<file path="src/hdl/pwrseq_pkg.sv">
// Shared constants, types and UART step functions for the power sequencing link.
package pwrseq_pkg;

  // Clock and timing figures; the gaps are counted in mclk cycles.
  localparam int unsigned CLK_HZ = 250_000_000;
  localparam int unsigned CLK_PER_MS = CLK_HZ / 1000;
  localparam int unsigned GAP_MS = 2;
  localparam int unsigned CTS_MIN_MS = 100;
  localparam int unsigned CTS_MAX_MS = 500;
  localparam int unsigned EN_LOW_MS = 80;
  localparam int unsigned GAP_CYC = GAP_MS * CLK_PER_MS;
  localparam int unsigned CTS_MIN_CYC = CTS_MIN_MS * CLK_PER_MS;
  localparam int unsigned CTS_MAX_CYC = CTS_MAX_MS * CLK_PER_MS;
  localparam int unsigned EN_LOW_CYC = EN_LOW_MS * CLK_PER_MS;

  // Widths.
  localparam int unsigned CNT_W = 32;
  localparam int unsigned DIV_W = 16;
  localparam int unsigned DATA_W = 8;
  localparam int unsigned STOP_BITS = 1;
  localparam int unsigned STEP_W = 4;
  localparam int unsigned GPO_W = 5;
  localparam int unsigned GPI_W = 3;

  // Service access forces a fixed serial setting of 38400 baud, 8N1.
  localparam int unsigned SERVICE_BAUD = 38400;
  localparam logic [DIV_W-1:0] SERVICE_DIV = DIV_W'(CLK_HZ / SERVICE_BAUD);
  localparam logic [STEP_W-1:0] FRAME_STEPS = STEP_W'(DATA_W + STOP_BITS);

  typedef enum logic [3:0] {
    DEV_OFF   = 4'h1,
    DEV_BOOT  = 4'h2,
    DEV_GPIO  = 4'h4,
    DEV_READY = 4'h8
  } dev_phase_type;

  typedef enum logic [8:0] {
    H_OFF      = 9'h001,
    H_MAIN     = 9'h002,
    H_ENA      = 9'h004,
    H_WAIT_CTS = 9'h008,
    H_RUN      = 9'h010,
    H_FAULT    = 9'h020,
    H_DISABLE  = 9'h040,
    H_PINS_LOW = 9'h080,
    H_IO_OFF   = 9'h100
  } host_phase_type;

  typedef struct packed {
    logic busy;
    logic line;
    logic [DATA_W:0] shift;
    logic [STEP_W-1:0] steps;
    logic [DIV_W-1:0] cnt;
  } uart_tx_type;

  typedef struct packed {
    logic busy;
    logic [DATA_W-1:0] shift;
    logic [STEP_W-1:0] steps;
    logic [DIV_W-1:0] cnt;
    logic done;
    logic err;
    logic [DATA_W-1:0] data;
  } uart_rx_type;

  localparam uart_tx_type TX_RESET = '{busy: 1'h0, line: 1'h1, shift: '1, steps: '0, cnt: '0};
  localparam uart_rx_type RX_RESET = '{busy: 1'h0, shift: '0, steps: '0, cnt: '0, done: 1'h0, err: 1'h0, data: '0};

  function automatic logic [CNT_W-1:0] sat_inc(input logic [CNT_W-1:0] c);
    return (c == '1) ? c : c + 1'h1;
  endfunction

  // A zero divisor would stall the UART, so it falls back to the service rate.
  function automatic logic [DIV_W-1:0] baud_select(input logic service_on, input logic [DIV_W-1:0] cfg);
    return (service_on || cfg == '0) ? SERVICE_DIV : cfg;
  endfunction

  // Start bit, DATA_W bits LSB first, one stop bit; each held for div cycles.
  function automatic uart_tx_type tx_step(input uart_tx_type s, input logic en, input logic load,
                                          input logic [DATA_W-1:0] data, input logic [DIV_W-1:0] div);
    uart_tx_type n;
    n = s;
    if (!en) begin
      n = TX_RESET;
    end else if (!s.busy) begin
      if (load) begin
        n.busy = 1'h1;
        n.line = 1'h0;
        n.shift = {1'h1, data};
        n.steps = FRAME_STEPS;
        n.cnt = div - 1'h1;
      end
    end else if (s.cnt != '0) begin
      n.cnt = s.cnt - 1'h1;
    end else if (s.steps == '0) begin
      n.busy = 1'h0;
    end else begin
      n.line = s.shift[0];
      n.shift = {1'h1, s.shift[DATA_W:1]};
      n.steps = s.steps - 1'h1;
      n.cnt = div - 1'h1;
    end
    return n;
  endfunction

  // Samples at mid-bit; a start bit that is high at its centre is taken as a glitch.
  function automatic uart_rx_type rx_step(input uart_rx_type s, input logic en, input logic line,
                                          input logic [DIV_W-1:0] div);
    uart_rx_type n;
    n = s;
    n.done = 1'h0;
    n.err = 1'h0;
    if (!en) begin
      n = RX_RESET;
    end else if (!s.busy) begin
      if (!line) begin
        n.busy = 1'h1;
        n.steps = FRAME_STEPS;
        n.cnt = div >> 1;
      end
    end else if (s.cnt != '0) begin
      n.cnt = s.cnt - 1'h1;
    end else begin
      n.cnt = div - 1'h1;
      if (s.steps == FRAME_STEPS) begin
        if (line) begin
          n.busy = 1'h0;
        end else begin
          n.steps = s.steps - 1'h1;
        end
      end else if (s.steps != '0) begin
        n.shift = {line, s.shift[DATA_W-1:1]};
        n.steps = s.steps - 1'h1;
      end else begin
        n.busy = 1'h0;
        n.done = line;
        n.err = ~line;
        if (line) begin
          n.data = s.shift;
        end
      end
    end
    return n;
  endfunction

endpackage

</file>
<file path="src/hdl/module_link_if.sv">
// Pin-level link between the host controller and the radio module.
`timescale 1ns/10ps
`default_nettype none
interface module_link_if;
  logic vcc_in;
  logic module_enable;
  logic vcc_io;
  logic clear_to_send_out_n;
  logic receive_data_out_n;
  logic request_to_send_in_n_drv;
  logic request_to_send_in_n_oe;
  logic transmit_data_in_n_drv;
  logic transmit_data_in_n_oe;
  logic service_n_drv;
  logic service_n_oe;
  logic [pwrseq_pkg::GPI_W-1:0] gpi_drv;
  logic gpi_oe;
  logic [pwrseq_pkg::GPO_W-1:0] gpo_val;
  logic gpo_oe;

  modport module_side (
    input vcc_in, module_enable, vcc_io,
    input request_to_send_in_n_drv, request_to_send_in_n_oe,
    input transmit_data_in_n_drv, transmit_data_in_n_oe,
    input service_n_drv, service_n_oe, gpi_drv, gpi_oe,
    output clear_to_send_out_n, receive_data_out_n, gpo_val, gpo_oe
  );

  modport host_side (
    output vcc_in, module_enable, vcc_io,
    output request_to_send_in_n_drv, request_to_send_in_n_oe,
    output transmit_data_in_n_drv, transmit_data_in_n_oe,
    output service_n_drv, service_n_oe, gpi_drv, gpi_oe,
    input clear_to_send_out_n, receive_data_out_n, gpo_val, gpo_oe
  );
endinterface
`default_nettype wire

</file>
<file path="src/hdl/host_sequencer.sv">
// Host controller end: supply and enable sequencing, CTS watchdog and UART1.
`timescale 1ns/10ps
`default_nettype none
module host_sequencer #(
  parameter int unsigned GAP_CYC = pwrseq_pkg::GAP_CYC,
  parameter int unsigned CTS_MAX_CYC = pwrseq_pkg::CTS_MAX_CYC,
  parameter int unsigned EN_LOW_CYC = pwrseq_pkg::EN_LOW_CYC
) (
  input wire logic mclk,
  input wire logic rst_n,
  module_link_if.host_side link,
  input wire logic power_request,
  input wire logic service_request,
  input wire logic [pwrseq_pkg::DIV_W-1:0] baud_div,
  input wire logic [pwrseq_pkg::GPI_W-1:0] gpi_value,
  input wire logic tx_valid,
  input wire logic [pwrseq_pkg::DATA_W-1:0] tx_data,
  output logic tx_ready,
  output logic rx_valid,
  output logic [pwrseq_pkg::DATA_W-1:0] rx_data,
  output logic rx_frame_error,
  output logic [pwrseq_pkg::GPO_W-1:0] gpo_seen,
  output logic link_ready,
  output logic startup_fault,
  output logic powered_off
);

  typedef struct packed {
    pwrseq_pkg::host_phase_type phase;
    logic [1:0] cts_sync;
    logic [1:0] rxd_sync;
    logic [pwrseq_pkg::GPO_W-1:0] gpo_meta;
    logic [pwrseq_pkg::GPO_W-1:0] gpo_sync;
    logic [pwrseq_pkg::CNT_W-1:0] cnt;
    logic vcc_in;
    logic enable;
    logic vcc_io;
    logic pins_up;
    logic rts_n;
    logic svc_n;
    logic [pwrseq_pkg::GPI_W-1:0] gpi;
    pwrseq_pkg::uart_tx_type tx;
    pwrseq_pkg::uart_rx_type rx;
  } host_state_type;

  localparam host_state_type STATE_RESET = '{
    phase: pwrseq_pkg::H_OFF, cts_sync: '1, rxd_sync: '1, gpo_meta: '0, gpo_sync: '0, cnt: '0,
    vcc_in: 1'h0, enable: 1'h0, vcc_io: 1'h0, pins_up: 1'h0, rts_n: 1'h0, svc_n: 1'h0, gpi: '0,
    tx: pwrseq_pkg::TX_RESET, rx: pwrseq_pkg::RX_RESET
  };

  host_state_type state_reg;
  host_state_type state_next;
  logic [pwrseq_pkg::DIV_W-1:0] div;
  logic running;

  assign running = (state_reg.phase == pwrseq_pkg::H_RUN);
  assign div = pwrseq_pkg::baud_select(service_request, baud_div);
  // Traffic starts only once the module has shown CTS ready.
  assign tx_ready = running & ~state_reg.cts_sync[1] & ~state_reg.tx.busy;

  always_comb begin
    state_next = state_reg;
    state_next.cts_sync = {state_reg.cts_sync[0], link.clear_to_send_out_n};
    state_next.rxd_sync = {state_reg.rxd_sync[0], link.receive_data_out_n};
    state_next.gpo_meta = link.gpo_oe ? link.gpo_val : '0;
    state_next.gpo_sync = state_reg.gpo_meta;
    state_next.cnt = pwrseq_pkg::sat_inc(state_reg.cnt);

    case (state_reg.phase)
      pwrseq_pkg::H_OFF: begin
        if (power_request) begin
          state_next.phase = pwrseq_pkg::H_MAIN;
          state_next.vcc_in = 1'h1;
          state_next.cnt = '0;
        end
      end
      pwrseq_pkg::H_MAIN: begin
        if (state_reg.cnt > pwrseq_pkg::CNT_W'(GAP_CYC)) begin
          state_next.phase = pwrseq_pkg::H_ENA;
          state_next.enable = 1'h1;
          state_next.cnt = '0;
        end
      end
      pwrseq_pkg::H_ENA: begin
        // The count keeps running so that the CTS window is timed from the enable.
        if (state_reg.cnt > pwrseq_pkg::CNT_W'(GAP_CYC)) begin
          state_next.phase = pwrseq_pkg::H_WAIT_CTS;
          state_next.vcc_io = 1'h1;
          state_next.pins_up = 1'h1;
        end
      end
      pwrseq_pkg::H_WAIT_CTS: begin
        if (!state_reg.cts_sync[1]) begin
          state_next.phase = pwrseq_pkg::H_RUN;
        end else if (state_reg.cnt > pwrseq_pkg::CNT_W'(CTS_MAX_CYC)) begin
          state_next.phase = pwrseq_pkg::H_FAULT;
        end
      end
      pwrseq_pkg::H_RUN, pwrseq_pkg::H_FAULT: begin
        state_next.phase = state_reg.phase;
      end
      pwrseq_pkg::H_DISABLE: begin
        if (state_reg.cnt > pwrseq_pkg::CNT_W'(EN_LOW_CYC)) begin
          state_next.phase = pwrseq_pkg::H_PINS_LOW;
          state_next.pins_up = 1'h0;
        end
      end
      pwrseq_pkg::H_PINS_LOW: begin
        state_next.phase = pwrseq_pkg::H_IO_OFF;
        state_next.vcc_io = 1'h0;
      end
      pwrseq_pkg::H_IO_OFF: begin
        state_next.phase = pwrseq_pkg::H_OFF;
        state_next.vcc_in = 1'h0;
      end
      default: begin
        state_next = STATE_RESET;
      end
    endcase

    // A dropped request during start-up or run always takes the full shutdown path.
    if (!power_request && (state_reg.phase == pwrseq_pkg::H_MAIN || state_reg.phase == pwrseq_pkg::H_ENA ||
        state_reg.phase == pwrseq_pkg::H_WAIT_CTS || running || state_reg.phase == pwrseq_pkg::H_FAULT)) begin
      state_next.phase = pwrseq_pkg::H_DISABLE;
      state_next.enable = 1'h0;
      state_next.cnt = '0;
    end

    state_next.rts_n = state_next.pins_up & (state_next.phase != pwrseq_pkg::H_RUN);
    state_next.svc_n = state_next.pins_up & ~service_request;
    state_next.gpi = state_next.pins_up ? gpi_value : '0;
    state_next.tx = pwrseq_pkg::tx_step(state_reg.tx, running, tx_ready & tx_valid, tx_data, div);
    state_next.rx = pwrseq_pkg::rx_step(state_reg.rx, running, state_reg.rxd_sync[1], div);
  end

  always_ff @(posedge mclk or negedge rst_n) begin
    if (!rst_n) begin
      state_reg <= STATE_RESET;
    end else begin
      state_reg <= state_next;
    end
  end

  // All module inputs are driven at all times; all but the supplies and enable are low whenever the pins are down.
  assign link.vcc_in = state_reg.vcc_in;
  assign link.module_enable = state_reg.enable;
  assign link.vcc_io = state_reg.vcc_io;
  assign link.request_to_send_in_n_drv = state_reg.rts_n;
  assign link.request_to_send_in_n_oe = 1'h1;
  assign link.transmit_data_in_n_drv = state_reg.pins_up & state_reg.tx.line;
  assign link.transmit_data_in_n_oe = 1'h1;
  assign link.service_n_drv = state_reg.svc_n;
  assign link.service_n_oe = 1'h1;
  assign link.gpi_drv = state_reg.gpi;
  assign link.gpi_oe = 1'h1;

  assign rx_valid = state_reg.rx.done;
  assign rx_data = state_reg.rx.data;
  assign rx_frame_error = state_reg.rx.err;
  assign gpo_seen = state_reg.gpo_sync;
  assign link_ready = running;
  assign startup_fault = (state_reg.phase == pwrseq_pkg::H_FAULT);
  assign powered_off = (state_reg.phase == pwrseq_pkg::H_OFF);

endmodule
`default_nettype wire

</file>
<file path="src/flat_wrapper.sv">
// flat-port wrapper written by rule: the top's interface ports become plain ports
module host_sequencer_flat 
#(
  parameter int unsigned GAP_CYC = pwrseq_pkg::GAP_CYC,
  parameter int unsigned CTS_MAX_CYC = pwrseq_pkg::CTS_MAX_CYC,
  parameter int unsigned EN_LOW_CYC = pwrseq_pkg::EN_LOW_CYC
)
  (mclk, rst_n, power_request, service_request, baud_div, gpi_value, tx_valid, tx_data, tx_ready, rx_valid, rx_data, rx_frame_error, gpo_seen, link_ready, startup_fault, powered_off, link_vcc_in, link_module_enable, link_vcc_io, link_request_to_send_in_n_drv, link_request_to_send_in_n_oe, link_transmit_data_in_n_drv, link_transmit_data_in_n_oe, link_service_n_drv, link_service_n_oe, link_gpi_drv, link_gpi_oe, link_clear_to_send_out_n, link_receive_data_out_n, link_gpo_val, link_gpo_oe);
  module_link_if link_i ();
  input wire logic mclk;
  input wire logic rst_n;
  input wire logic power_request;
  input wire logic service_request;
  input wire logic [pwrseq_pkg::DIV_W-1:0] baud_div;
  input wire logic [pwrseq_pkg::GPI_W-1:0] gpi_value;
  input wire logic tx_valid;
  input wire logic [pwrseq_pkg::DATA_W-1:0] tx_data;
  output logic tx_ready;
  output logic rx_valid;
  output logic [pwrseq_pkg::DATA_W-1:0] rx_data;
  output logic rx_frame_error;
  output logic [pwrseq_pkg::GPO_W-1:0] gpo_seen;
  output logic link_ready;
  output logic startup_fault;
  output logic powered_off;
  output wire logic [$bits(link_i.vcc_in)-1:0] link_vcc_in;
  output wire logic [$bits(link_i.module_enable)-1:0] link_module_enable;
  output wire logic [$bits(link_i.vcc_io)-1:0] link_vcc_io;
  output wire logic [$bits(link_i.request_to_send_in_n_drv)-1:0] link_request_to_send_in_n_drv;
  output wire logic [$bits(link_i.request_to_send_in_n_oe)-1:0] link_request_to_send_in_n_oe;
  output wire logic [$bits(link_i.transmit_data_in_n_drv)-1:0] link_transmit_data_in_n_drv;
  output wire logic [$bits(link_i.transmit_data_in_n_oe)-1:0] link_transmit_data_in_n_oe;
  output wire logic [$bits(link_i.service_n_drv)-1:0] link_service_n_drv;
  output wire logic [$bits(link_i.service_n_oe)-1:0] link_service_n_oe;
  output wire logic [$bits(link_i.gpi_drv)-1:0] link_gpi_drv;
  output wire logic [$bits(link_i.gpi_oe)-1:0] link_gpi_oe;
  input wire logic [$bits(link_i.clear_to_send_out_n)-1:0] link_clear_to_send_out_n;
  input wire logic [$bits(link_i.receive_data_out_n)-1:0] link_receive_data_out_n;
  input wire logic [$bits(link_i.gpo_val)-1:0] link_gpo_val;
  input wire logic [$bits(link_i.gpo_oe)-1:0] link_gpo_oe;
  assign link_vcc_in = link_i.vcc_in;
  assign link_module_enable = link_i.module_enable;
  assign link_vcc_io = link_i.vcc_io;
  assign link_request_to_send_in_n_drv = link_i.request_to_send_in_n_drv;
  assign link_request_to_send_in_n_oe = link_i.request_to_send_in_n_oe;
  assign link_transmit_data_in_n_drv = link_i.transmit_data_in_n_drv;
  assign link_transmit_data_in_n_oe = link_i.transmit_data_in_n_oe;
  assign link_service_n_drv = link_i.service_n_drv;
  assign link_service_n_oe = link_i.service_n_oe;
  assign link_gpi_drv = link_i.gpi_drv;
  assign link_gpi_oe = link_i.gpi_oe;
  assign link_i.clear_to_send_out_n = link_clear_to_send_out_n;
  assign link_i.receive_data_out_n = link_receive_data_out_n;
  assign link_i.gpo_val = link_gpo_val;
  assign link_i.gpo_oe = link_gpo_oe;
  host_sequencer #(.GAP_CYC(GAP_CYC), .CTS_MAX_CYC(CTS_MAX_CYC), .EN_LOW_CYC(EN_LOW_CYC)) u_core (.mclk(mclk), .rst_n(rst_n), .link(link_i), .power_request(power_request), .service_request(service_request), .baud_div(baud_div), .gpi_value(gpi_value), .tx_valid(tx_valid), .tx_data(tx_data), .tx_ready(tx_ready), .rx_valid(rx_valid), .rx_data(rx_data), .rx_frame_error(rx_frame_error), .gpo_seen(gpo_seen), .link_ready(link_ready), .startup_fault(startup_fault), .powered_off(powered_off));
endmodule
</file>
<file path="config.mk">
export PLATFORM = sky130hd
export DESIGN_NAME = host_sequencer_flat
export DESIGN_NICKNAME = d
export VERILOG_FILES = /design/src/hdl/pwrseq_pkg.sv /design/src/hdl/module_link_if.sv /design/src/hdl/host_sequencer.sv /design/src/flat_wrapper.sv
export SDC_FILE = /design/constraint.sdc
export NUM_CORES = 1
export LEC_CHECK = 0
export ABC_AREA = 1
export BUFFER_PORTS_ARGS = -buffer_cell sky130_fd_sc_hd__buf_2
export CAP_MARGIN = 10
export CORE_MARGIN = 5
export CORE_UTILIZATION = 60
export CTS_CLUSTER_SIZE = 30
export DETAILED_ROUTE_END_ITERATION = 6
export PLACE_DENSITY = 0.8
export RECOVER_POWER = 100
export SLEW_MARGIN = 20
export SYNTH_ARGS = -nofsm -noshare
export SYNTH_HDL_FRONTEND = slang
export SYNTH_SLANG_ARGS = --single-unit
</file>
<file path="constraint.sdc">
create_clock -name mclk -period 2.3 [get_ports mclk]
set_input_delay 0.115 -clock mclk [delete_from_list [all_inputs] [get_ports mclk]]
set_output_delay 0.115 -clock mclk [all_outputs]
set_load 0.01 [all_outputs]
</file>
---- Word-level counts from Yosys, hierarchy flattened ----
Cells that the tools add are included.
storage, ports and cells
  register bits after elaboration ......... 134
  input bits .............................. 40
  word-level logic and storage cells ...... 154
  output and inout bits ................... 32
cells by class
  reduce and logical (&&, ||, !) cells .... 27
  multiplexer cells ....................... 51
  eq/ne operators ......................... 30
  order comparisons ....................... 3
  bitwise gates (word level) .............. 12
  add/subtract/negate cells ............... 6
operators by type and width
  kind                                                                                count
  32-bit 2-to-1 mux                                                                   3
  32-bit case mux with 3 select lines                                                 1
  31-bit 2-to-1 mux                                                                   3
  9-bit 2-to-1 mux                                                                    7
  9-bit case mux with 7 select lines                                                  1
  16-bit 2-to-1 mux                                                                   3
  16-bit by 1-bit subtractor with 16-bit output (second input constant)               3
  10-bit 2-to-1 mux                                                                   4
  20-bit 2-to-1 mux                                                                   2
  39-bit 2-to-1 mux                                                                   1
  33-bit 2-to-1 mux                                                                   1
  32-bit by 1-bit adder with 32-bit output (second input constant)                    1
  32-bit == test (second input constant)                                              1
  32-bit by 19-bit greater-than comparator with 1-bit output (second input constant)  1
  32-bit by 25-bit greater-than comparator with 1-bit output (second input constant)  1
  32-bit by 27-bit greater-than comparator with 1-bit output (second input constant)  1
  16-bit nonzero test                                                                 2
  30-bit 2-to-1 mux                                                                   1
  7-bit OR reduction                                                                  4
  8-bit 2-to-1 mux                                                                    3
  16-bit logical NOT                                                                  1
  15-bit 2-to-1 mux                                                                   1
  3-bit != test (second input constant)                                               5
  14-bit 2-to-1 mux                                                                   1
  39 further kinds                                                                    77

---- Depth between registers and ports, before layout ----
Gate-level depths: netlist (run 1).
  depth after elaboration ................. 9
  depth in mapped cells ................... 21
  mapped depth without buffers ............ 20

---- Least setup slack after synthesis (run 1) ----
OpenSTA, ideal clock, no wires.
  kind .................................... input -> register
  start point ............................. in baud_div[5] (netlist bit)
  end point ............................... reg u_core.state_reg[22] (netlist bit)
  stages on the path ...................... 20
  buffers on the path ..................... 1
  path slack .............................. 229 ps
  required time ........................... 2183 ps
  arrival ................................. 1954 ps
  setup time .............................. 117 ps
  cells stage by stage .................... nor2_1 -> nand2_1 -> nor2_1 -> nand2_1 -> buf_2 -> nand2_2 -> nor2_1 -> inv_1 -> ha_1 -> inv_1 -> nor2_1 -> inv_1 -> nor2_1 -> nand3_1 -> o21ai_1 -> nand3_1 -> nand2_1 -> nand2_1 -> nand2_1 -> nand2_1
on the way
  longest elaborated chain between the ends .. 7
  elaborated cells between the ends (all ways) .. 8
  classes of those cells .................. add/sub (1); mux (5); reduce/logical (2)
RTL lines
  element                                        RTL line               source
  from (decl)                                    flat_wrapper.sv:14     input wire logic [pwrseq_pkg::DIV_W-1:0] baud_div;
  16-bit logical NOT                             pwrseq_pkg.sv:76       return (service_on || cfg == '0) ? SERVICE_DIV : cfg;
  1-bit logical OR                               pwrseq_pkg.sv:76
  16-bit 2-to-1 mux (*)                          pwrseq_pkg.sv:76
  16-bit by 1-bit subtractor with 16-bit output  pwrseq_pkg.sv:125      n.cnt = div - 1'h1;
  16-bit 2-to-1 mux                              pwrseq_pkg.sv:122      end else if (s.cnt != '0) begin
  20-bit 2-to-1 mux (*)                          pwrseq_pkg.sv:116      end else if (!s.busy) begin
  39-bit 2-to-1 mux (*)                          pwrseq_pkg.sv:114      if (!en) begin
  to (signal assigned)                           host_sequencer.sv:141  state_reg <= state_next;
  to (decl)                                      host_sequencer.sv:52   host_state_type state_reg;
Every way passes the cells marked *; elsewhere a longest branch is shown, timed or not. The select of a mux whose other input is x is not followed.
A chain may end at the register's enable or synchronous reset.

==> flow_summary.ini, run 1 <==
[clock_network]
cts.path.max_buffers = 2
cts_tree = built
cts_root_buf = clkbuf_16
clk_latency_ns = 0.43
path_clk_slew_ns = 0.06
htree_levels = 4
clock_sinks = 134
cts_buffers = 17

[floorplanning]
die_h_um = 131.0
fp-row-count = 44
die-area_mm2 = 0.01717
num_io_pins = 72
start_util = 0.6094
core-area_mm2 = 0.01442
fp.dieW_um = 131.0

[worst_setup_path]
cp_max_fo = 4
cp_common_cell = nor2_2
cp_data_arrival_time_ns = 2.50
setup.worst_path.class = reg2reg
slowest_delay_ns = 0.36
cp-start-kind = flip-flop
worstPathRequired_ns = 2.61
cp_cell_sequence = ha_1 > nand2_1 > nor2_2 > nand2_2 > nor2_2 > nand3b_1 > nor2_2 > nand4_1 > nand4_1 > buf_4 > xor2_1 > nor2_1
critPathSlowestCell = dfrtp_1
endpoint_kind = flip-flop

[yosys]
synth_mux_area_frac = 0
synth_adder_area_share = 0.01423
yosysWarnings = 0
synth-main-ff-cell = dfrtp_1
synth.top_cells.by_area = dfrtp_1 (34%), nand2_1 (9.1%), nor2_1 (8.5%), inv_1 (6.8%), nand3_1 (5.1%)
ys_types = 54
synth_top_family_by_area = simple AND/OR/NAND/NOR gates
synthCells = 1210
yosysTopAreaCell = dfrtp_1
ys_seq_area_frac = 0.3836
ys_ff_latch = 134
synth_compound_area_frac = 0.1200
async_flop_share = 1.000
netlist_area_mm2 = 0.008790
synth_edf_count = 0
synth_xor_area_frac = 0.03886
postSynthAreaPerCell_um2 = 7.264
synth_top_cell_area_share = 0.3388
synth-simple-area-share = 0.3318

[timing]
max_slew_margin = -0.04005
hold_viol = 0
fmax_ghz = 0.4578
skew_ns = 0.01512
setup_violations = 0
drv_slew = 62
fin_crit_ns = 2.184
worst_pin_slew_ns = 1.560
finalCritPeriodShare = 0.9497

[route]
dr.pass1.iters = 7
drcViolationCount = 0
routed_wl_mm = 24.85
routedWlPerCell_um = 15.97
dr_total_vias = 8706
drt_iter0_drc = 751
ant_nets = 0
viasPerCell = 5.595

[cells_and_area]
areaGrowthSynthToFinish_pct = 21.14
drive_gt1_frac = 0.2128
diodes = 0
fin_area_mm2 = 0.01065
fin_nets = 1409
largest_reg_flops = 111
final_util = 0.7382

[status]
violations = max-capacitance violations, max-slew violations
outcome = finished with violations

[power_and_ir_drop]
swShare = 0.3061
cell_internal_pwr_mw = 4.586
vdd_drop_max_v = 0.0008455
p_leak_nw = 5.203
power_frac_clock = 0.425
seq_power_share = 0.395
p_sw_mw = 2.023
p_comb_frac = 0.180
cellPowerDensity_mw_per_mm2 = 620.8

[global_routing]
antenna_found_initial = 0
grtUsageTotal = 0.2957
globalRouteOverflowTotal = 0
grt_first_pass_wirelength_mm = 40.05
grt_pass1_vias = 8368
grt_max_degree = 63

[hold_path]
min_path_type = in2reg

[placed_design]
hpwlAfterDp_mm = 17.76
portBuffers = 67
place_area_mm2 = 0.009618
gp_congestion = 0.9770

[run]
cap_violations = 1
==> logic make-up after synthesis <==
logic type                 after synthesis
and+or+nand+nor                        627
buffers and inverters                  233
AOI/OAI and AO/OA                      166
DFF                                    134
xor gates and xnor gates                39
adders and majority gates               10
other                                    1
==> final timing paths <==
path / start / end / slack (ns) / cells past startpoint
worst max register to register: u_core.state_reg[80] / u_core.state_reg[98] / 0.12 / 12
worst max-delay path: u_core.state_reg[80] / u_core.state_reg[98] / 0.12 / 12
worst min-delay path: baud_div[11] / u_core.state_reg[20] / 0.19 / 4
worst min register to register: u_core.state_reg[117] / u_core.gpo_seen[1] / 0.47 / 2
min in group asynchronous: rst_n / u_core.state_reg[55] / 0.63 / 2
max in group asynchronous: rst_n / u_core.state_reg[60] / 0.42 / 3
==> what timing repair did <==
action / in CTS / in global routing
setup endpoints to repair: 1 / 83
endpoints found under the hold margin: 67 / 0
resized for setup: 1 / 34
buffers inserted: 6 / 7
hold buffers: 25 / 0
pin swaps: 2 / 8
==> routing by layer <==
metal  track usage  share of wire  vias to the layer above
li1              -              -                     4205
met1        0.3915           0.43                     4080
met2        0.4848           0.48                      350
met3       0.04959          0.056                       71
met4        0.1192          0.032                        0
met5             0              0                        -
==> power by group through the flow <==
| stage | Clock, mW | Sequential [mW] | Combinational (mW) |
|---|---|---|---|
| floorplan | 0 | 2.61 | 0.732 |
| CTS | 2.83 | 2.60 | 1.17 |
| global route | 2.93 | 2.62 | 1.33 |
| detailed placement | 0 | 2.64 | 1.13 |
| global placement | 0 | 2.64 | 1.12 |
| finish | 2.81 | 2.61 | 1.19 |
==> through the flow <==
| stage | TNS (ns) | hold WS [ns] | std cells | total power [mW] | setup slack (ns) |
|---|---|---|---|---|---|
| floorplan | 0 | -0.1806 | 1213 | 3.345 | 0.2290 |
| global placement | -0.04117 | 0.1284 | 1486 | 3.757 | -0.02153 |
| detailed placement | -0.09648 | 0.1278 | 1486 | 3.768 | -0.04777 |
| CTS | 0 | 0.1794 | 1549 | 6.604 | 0.001130 |
| global route | -0.1890 | 0.2303 | 1556 | 6.885 | -0.04832 |
| finish | 0 | 0.1917 | 1556 | 6.610 | 0.1157 |
==> cell usage after synthesis (7+ instances only) <==
cell        n
nand2_1   213
nor2_1    200
inv_1     159
dfrtp_1   119
nand3_1    89
o21ai_0    46
a21oi_1    38
nand4_1    32
inv_2      31
xor2_1     31
nor3_1     28
buf_4      23
o21ai_1    22
dfstp_2    15
a31oi_1    10
buf_2      10
ha_1       10
nand2_2    10
a41oi_1     9
o211ai_1    9
o22ai_2     9
clkbuf_1    8
nor2_2      8
or2_2       8
xnor2_1     8
nor3_2      7
o22ai_1     7
==> cell usage in the layout (no fill, tap or decap), types with 4 or more instances in the layout <==
cell type	instances
nand3_1	87
nand2_2	12
clkbuf_1	23
xor2_1	31
o21ai_1	21
nor3_2	7
a31oi_1	10
inv_1	157
dlygate4sd3_1	25
inv_2	31
inv_6	7
nand2_1	211
o211ai_1	9
nor2_2	21
nor2_4	5
a41oi_1	9
o22ai_2	9
clkbuf_16	17
dfstp_2	15
xnor2_1	8
or2_2	8
o21ai_0	45
ha_1	8
o22ai_1	7
buf_4	70
conb_1	4
nor2_1	186
nor3_1	27
or2_1	4
dfrtp_1	119
nand3_2	6
a21oi_1	37
buf_2	43
nand4_1	32
nand2_4	4
nand3b_1	4
==> worst max-delay path: cells and delay by family (launching register included) <==
kind | cells | cell delay [ns]
simple gates | 9 | 1.24
fa+ha+maj | 1 | 0.19
flops | 1 | 0.36
xor+xnor | 1 | 0.15
buf+inv | 1 | 0.14
==> cell type report <==
| type | instances | area [um2] |
|---|---|---|
| Multi-Input combinational cell | 846 | 4553 |
| Fill cell | 1142 | 3776 |
| Sequential cell | 134 | 3372 |
| Timing Repair Buffer | 168 | 1164 |
| Inverter | 192 | 728.2 |
| Clock buffer | 18 | 439.2 |
| Tap cell | 184 | 230.2 |
| Clock inverter | 14 | 161.4 |
Note: power is estimated with default switching activity, not from simulation.
==> run 2, diff against run 1 <==
--- a/config.mk
+++ b/config.mk
@@ -12,7 +12,8 @@
 export CORE_UTILIZATION = 60
 export CTS_CLUSTER_SIZE = 30
 export DETAILED_ROUTE_END_ITERATION = 6
-export PLACE_DENSITY = 0.8
+export HOLD_SLACK_MARGIN = 0.15
+export PLACE_DENSITY = 0.86
 export RECOVER_POWER = 100
 export SLEW_MARGIN = 20
 export SYNTH_ARGS = -nofsm -noshare
==> run 2 against run 1 <==
The run ends with design-rule violations left. Via count increased by 7.3%. Sequential share of layout area decreased by 0.23 points. Register-to-register slack lost 0.11 ns. Combinational power barely moved. Cell area rose by 0.76%. Utilization increased by 0.56 points. Critical path depth shrank 3. Cell count is 0.19% higher. Worst hold slack worse by 0.061 ns. Sequential power fell by 2%.
==> flow_summary.ini, run 2 (same netlist as run 1, synthesis figures left out) <==
[status]
outcome = finished with violations
violations = design-rule violations

[clock_network]
cts_tree = built
clk_latency_ns = 0.43
htree_levels = 4
cts_buffers = 17
clock_sinks = 134
cts.path.max_buffers = 2
cts_root_buf = clkbuf_16
path_clk_slew_ns = 0.06

[global_routing]
grt_first_pass_wirelength_mm = 41.70
grt_pass1_vias = 8764
antenna_found_initial = 0
grtUsageTotal = 0.3049
grt_max_degree = 52
globalRouteOverflowTotal = 0

[worst_setup_path]
cp_max_fo = 4
rrSetupSlack_ns = 0.008
endpoint_kind = flip-flop
worstPathRequired_ns = 2.61
reg2reg_to = u_core.state_reg[25]
setup.worst_path.class = reg2reg
r2r-start = u_core.state_reg[11]
r2r_cells = 9
cp_data_arrival_time_ns = 2.60
startpoint = u_core.state_reg[11]
critical_path.endpoint = u_core.state_reg[25]
cp-start-kind = flip-flop

[route]
drcViolationCount = 2
routedWlPerCell_um = 17.06
dr_total_vias = 9341
drt_iter0_drc = 1278
viasPerCell = 5.992
dr.pass1.iters = 7
routed_wl_mm = 26.59
ant_nets = 0

[cells_and_area]
final_util = 0.7438
fin_area_mm2 = 0.01073
fin_nets = 1412
layout_commonest_cell = nand2_1
areaGrowthSynthToFinish_pct = 22.06
drive_gt1_frac = 0.2189
layout_common_cells = nand2_1 (209), nor2_1 (182), inv_1 (157)
diodes = 0
largest_reg_flops = 111

[timing]
hold_viol = 0
finalCritPeriodShare = 0.9964
skew_ns = 0.008550
fmax_ghz = 0.4363
worst_pin_slew_ns = 1.373
setup_violations = 0
drv_slew = 0
max_slew_margin = 0.08499
fin_crit_ns = 2.292

[floorplanning]
core-area_mm2 = 0.01442
die-area_mm2 = 0.01717
die_h_um = 131.0
fp.dieW_um = 131.0
fp-row-count = 44
start_util = 0.6094
num_io_pins = 72

[power_and_ir_drop]
p_leak_nw = 5.244
cellPowerDensity_mw_per_mm2 = 605.6
vdd_drop_max_v = 0.0006133

[hold_path]
min_path_type = in2reg

[placed_design]
gp_congestion = 0.9852
place_area_mm2 = 0.009545
hpwlAfterDp_mm = 17.64
portBuffers = 67

[run]
cap_violations = 0
run 2: changes by cell type in the layout (fill, tap and decap cells not counted), moves of 2 or more:
cell | before | now
nor2_1 | 186 | 182
clkinv_4 | 1 | 4
buf_4 | 70 | 73
nor2_4 | 5 | 8
nand2_1 | 211 | 209
nand2_4 | 4 | 7
inv_4 | 3 | 1
run 2: repair_timing:
item / in CTS / in global routing
pin swaps: 5 / 18
hold buffers: 26 / 0
gates cloned: 0 / 0
endpoints found under the hold margin: 148 / 0
resized for setup: 3 / 50
setup endpoints to repair: 25 / 94
setup buffers: 8 / 15
run 2: worst min-delay path by stage:
| stage | startpoint | endpoint | slack (ns) | depth (start not counted) |
|---|---|---|---|---|
| 2_1_floorplan | rst_n | u_core.gpo_seen[0] | -0.18 | 0 |
| 3_3_place_gp | rst_n | u_core.state_reg[84] | 0.09 | 1 |
| 3_5_place_dp | rst_n | u_core.state_reg[88] | 0.09 | 1 |
| 4_1_cts | tx_valid | u_core.state_reg[39] | 0.18 | 5 |
| 5_1_grt | tx_valid | u_core.state_reg[69] | 0.17 | 3 |
| 6_report | baud_div[6] | u_core.state_reg[45] | 0.13 | 4 |
run 2: final cells by class:
type                       instances  area [um2]
multi-input combinational        846        4624
clock inverter                    13       135.1
sequential                       134        3373
timing repair buffer             171        1185
fill                            1041        3695
inverter                         192       728.2
tap                              184       230.2
clock buffer                      19       452.9
run 2: critical path, cell delays in order (launching register included):
cell and delay (ns):
dfrtp_1 0.40, buf_4 0.15, nor3_2 0.28, nand3_1 0.18, nor3_2 0.33, nand2_1 0.09
nor2_1 0.21, nand2_1 0.16, o211ai_1 0.26, o22ai_1 0.11
run 2: routing by layer:
layer	track usage	up-vias	part of all wire
met5	0	-	0
met4	0.1307	0	0.051
met3	0.07967	163	0.098
met2	0.4937	587	0.47
met1	0.3871	4367	0.39
li1	-	4224	-
run 2: where the power goes:
group | switching [mW] | internal, mW
clock | 1.15 | 1.57
sequential | 0.0674 | 2.50
combinational | 0.799 | 0.404
run 2: through the flow:
step | std cells | hold WS [ns] | TNS (ns) | total power, mW | setup WS [ns]
CTS | 1544 | 0.1805 | 0 | 6.484 | 0.02128
finish | 1559 | 0.1306 | 0 | 6.497 | 0.008229
detailed placement | 1478 | 0.08894 | -0.04615 | 3.731 | -0.03600
global placement | 1478 | 0.09157 | 0 | 3.716 | 0.02917
global route | 1559 | 0.1678 | -0.4746 | 6.751 | -0.06562
floorplan | 1213 | -0.1806 | 0 | 3.345 | 0.2290
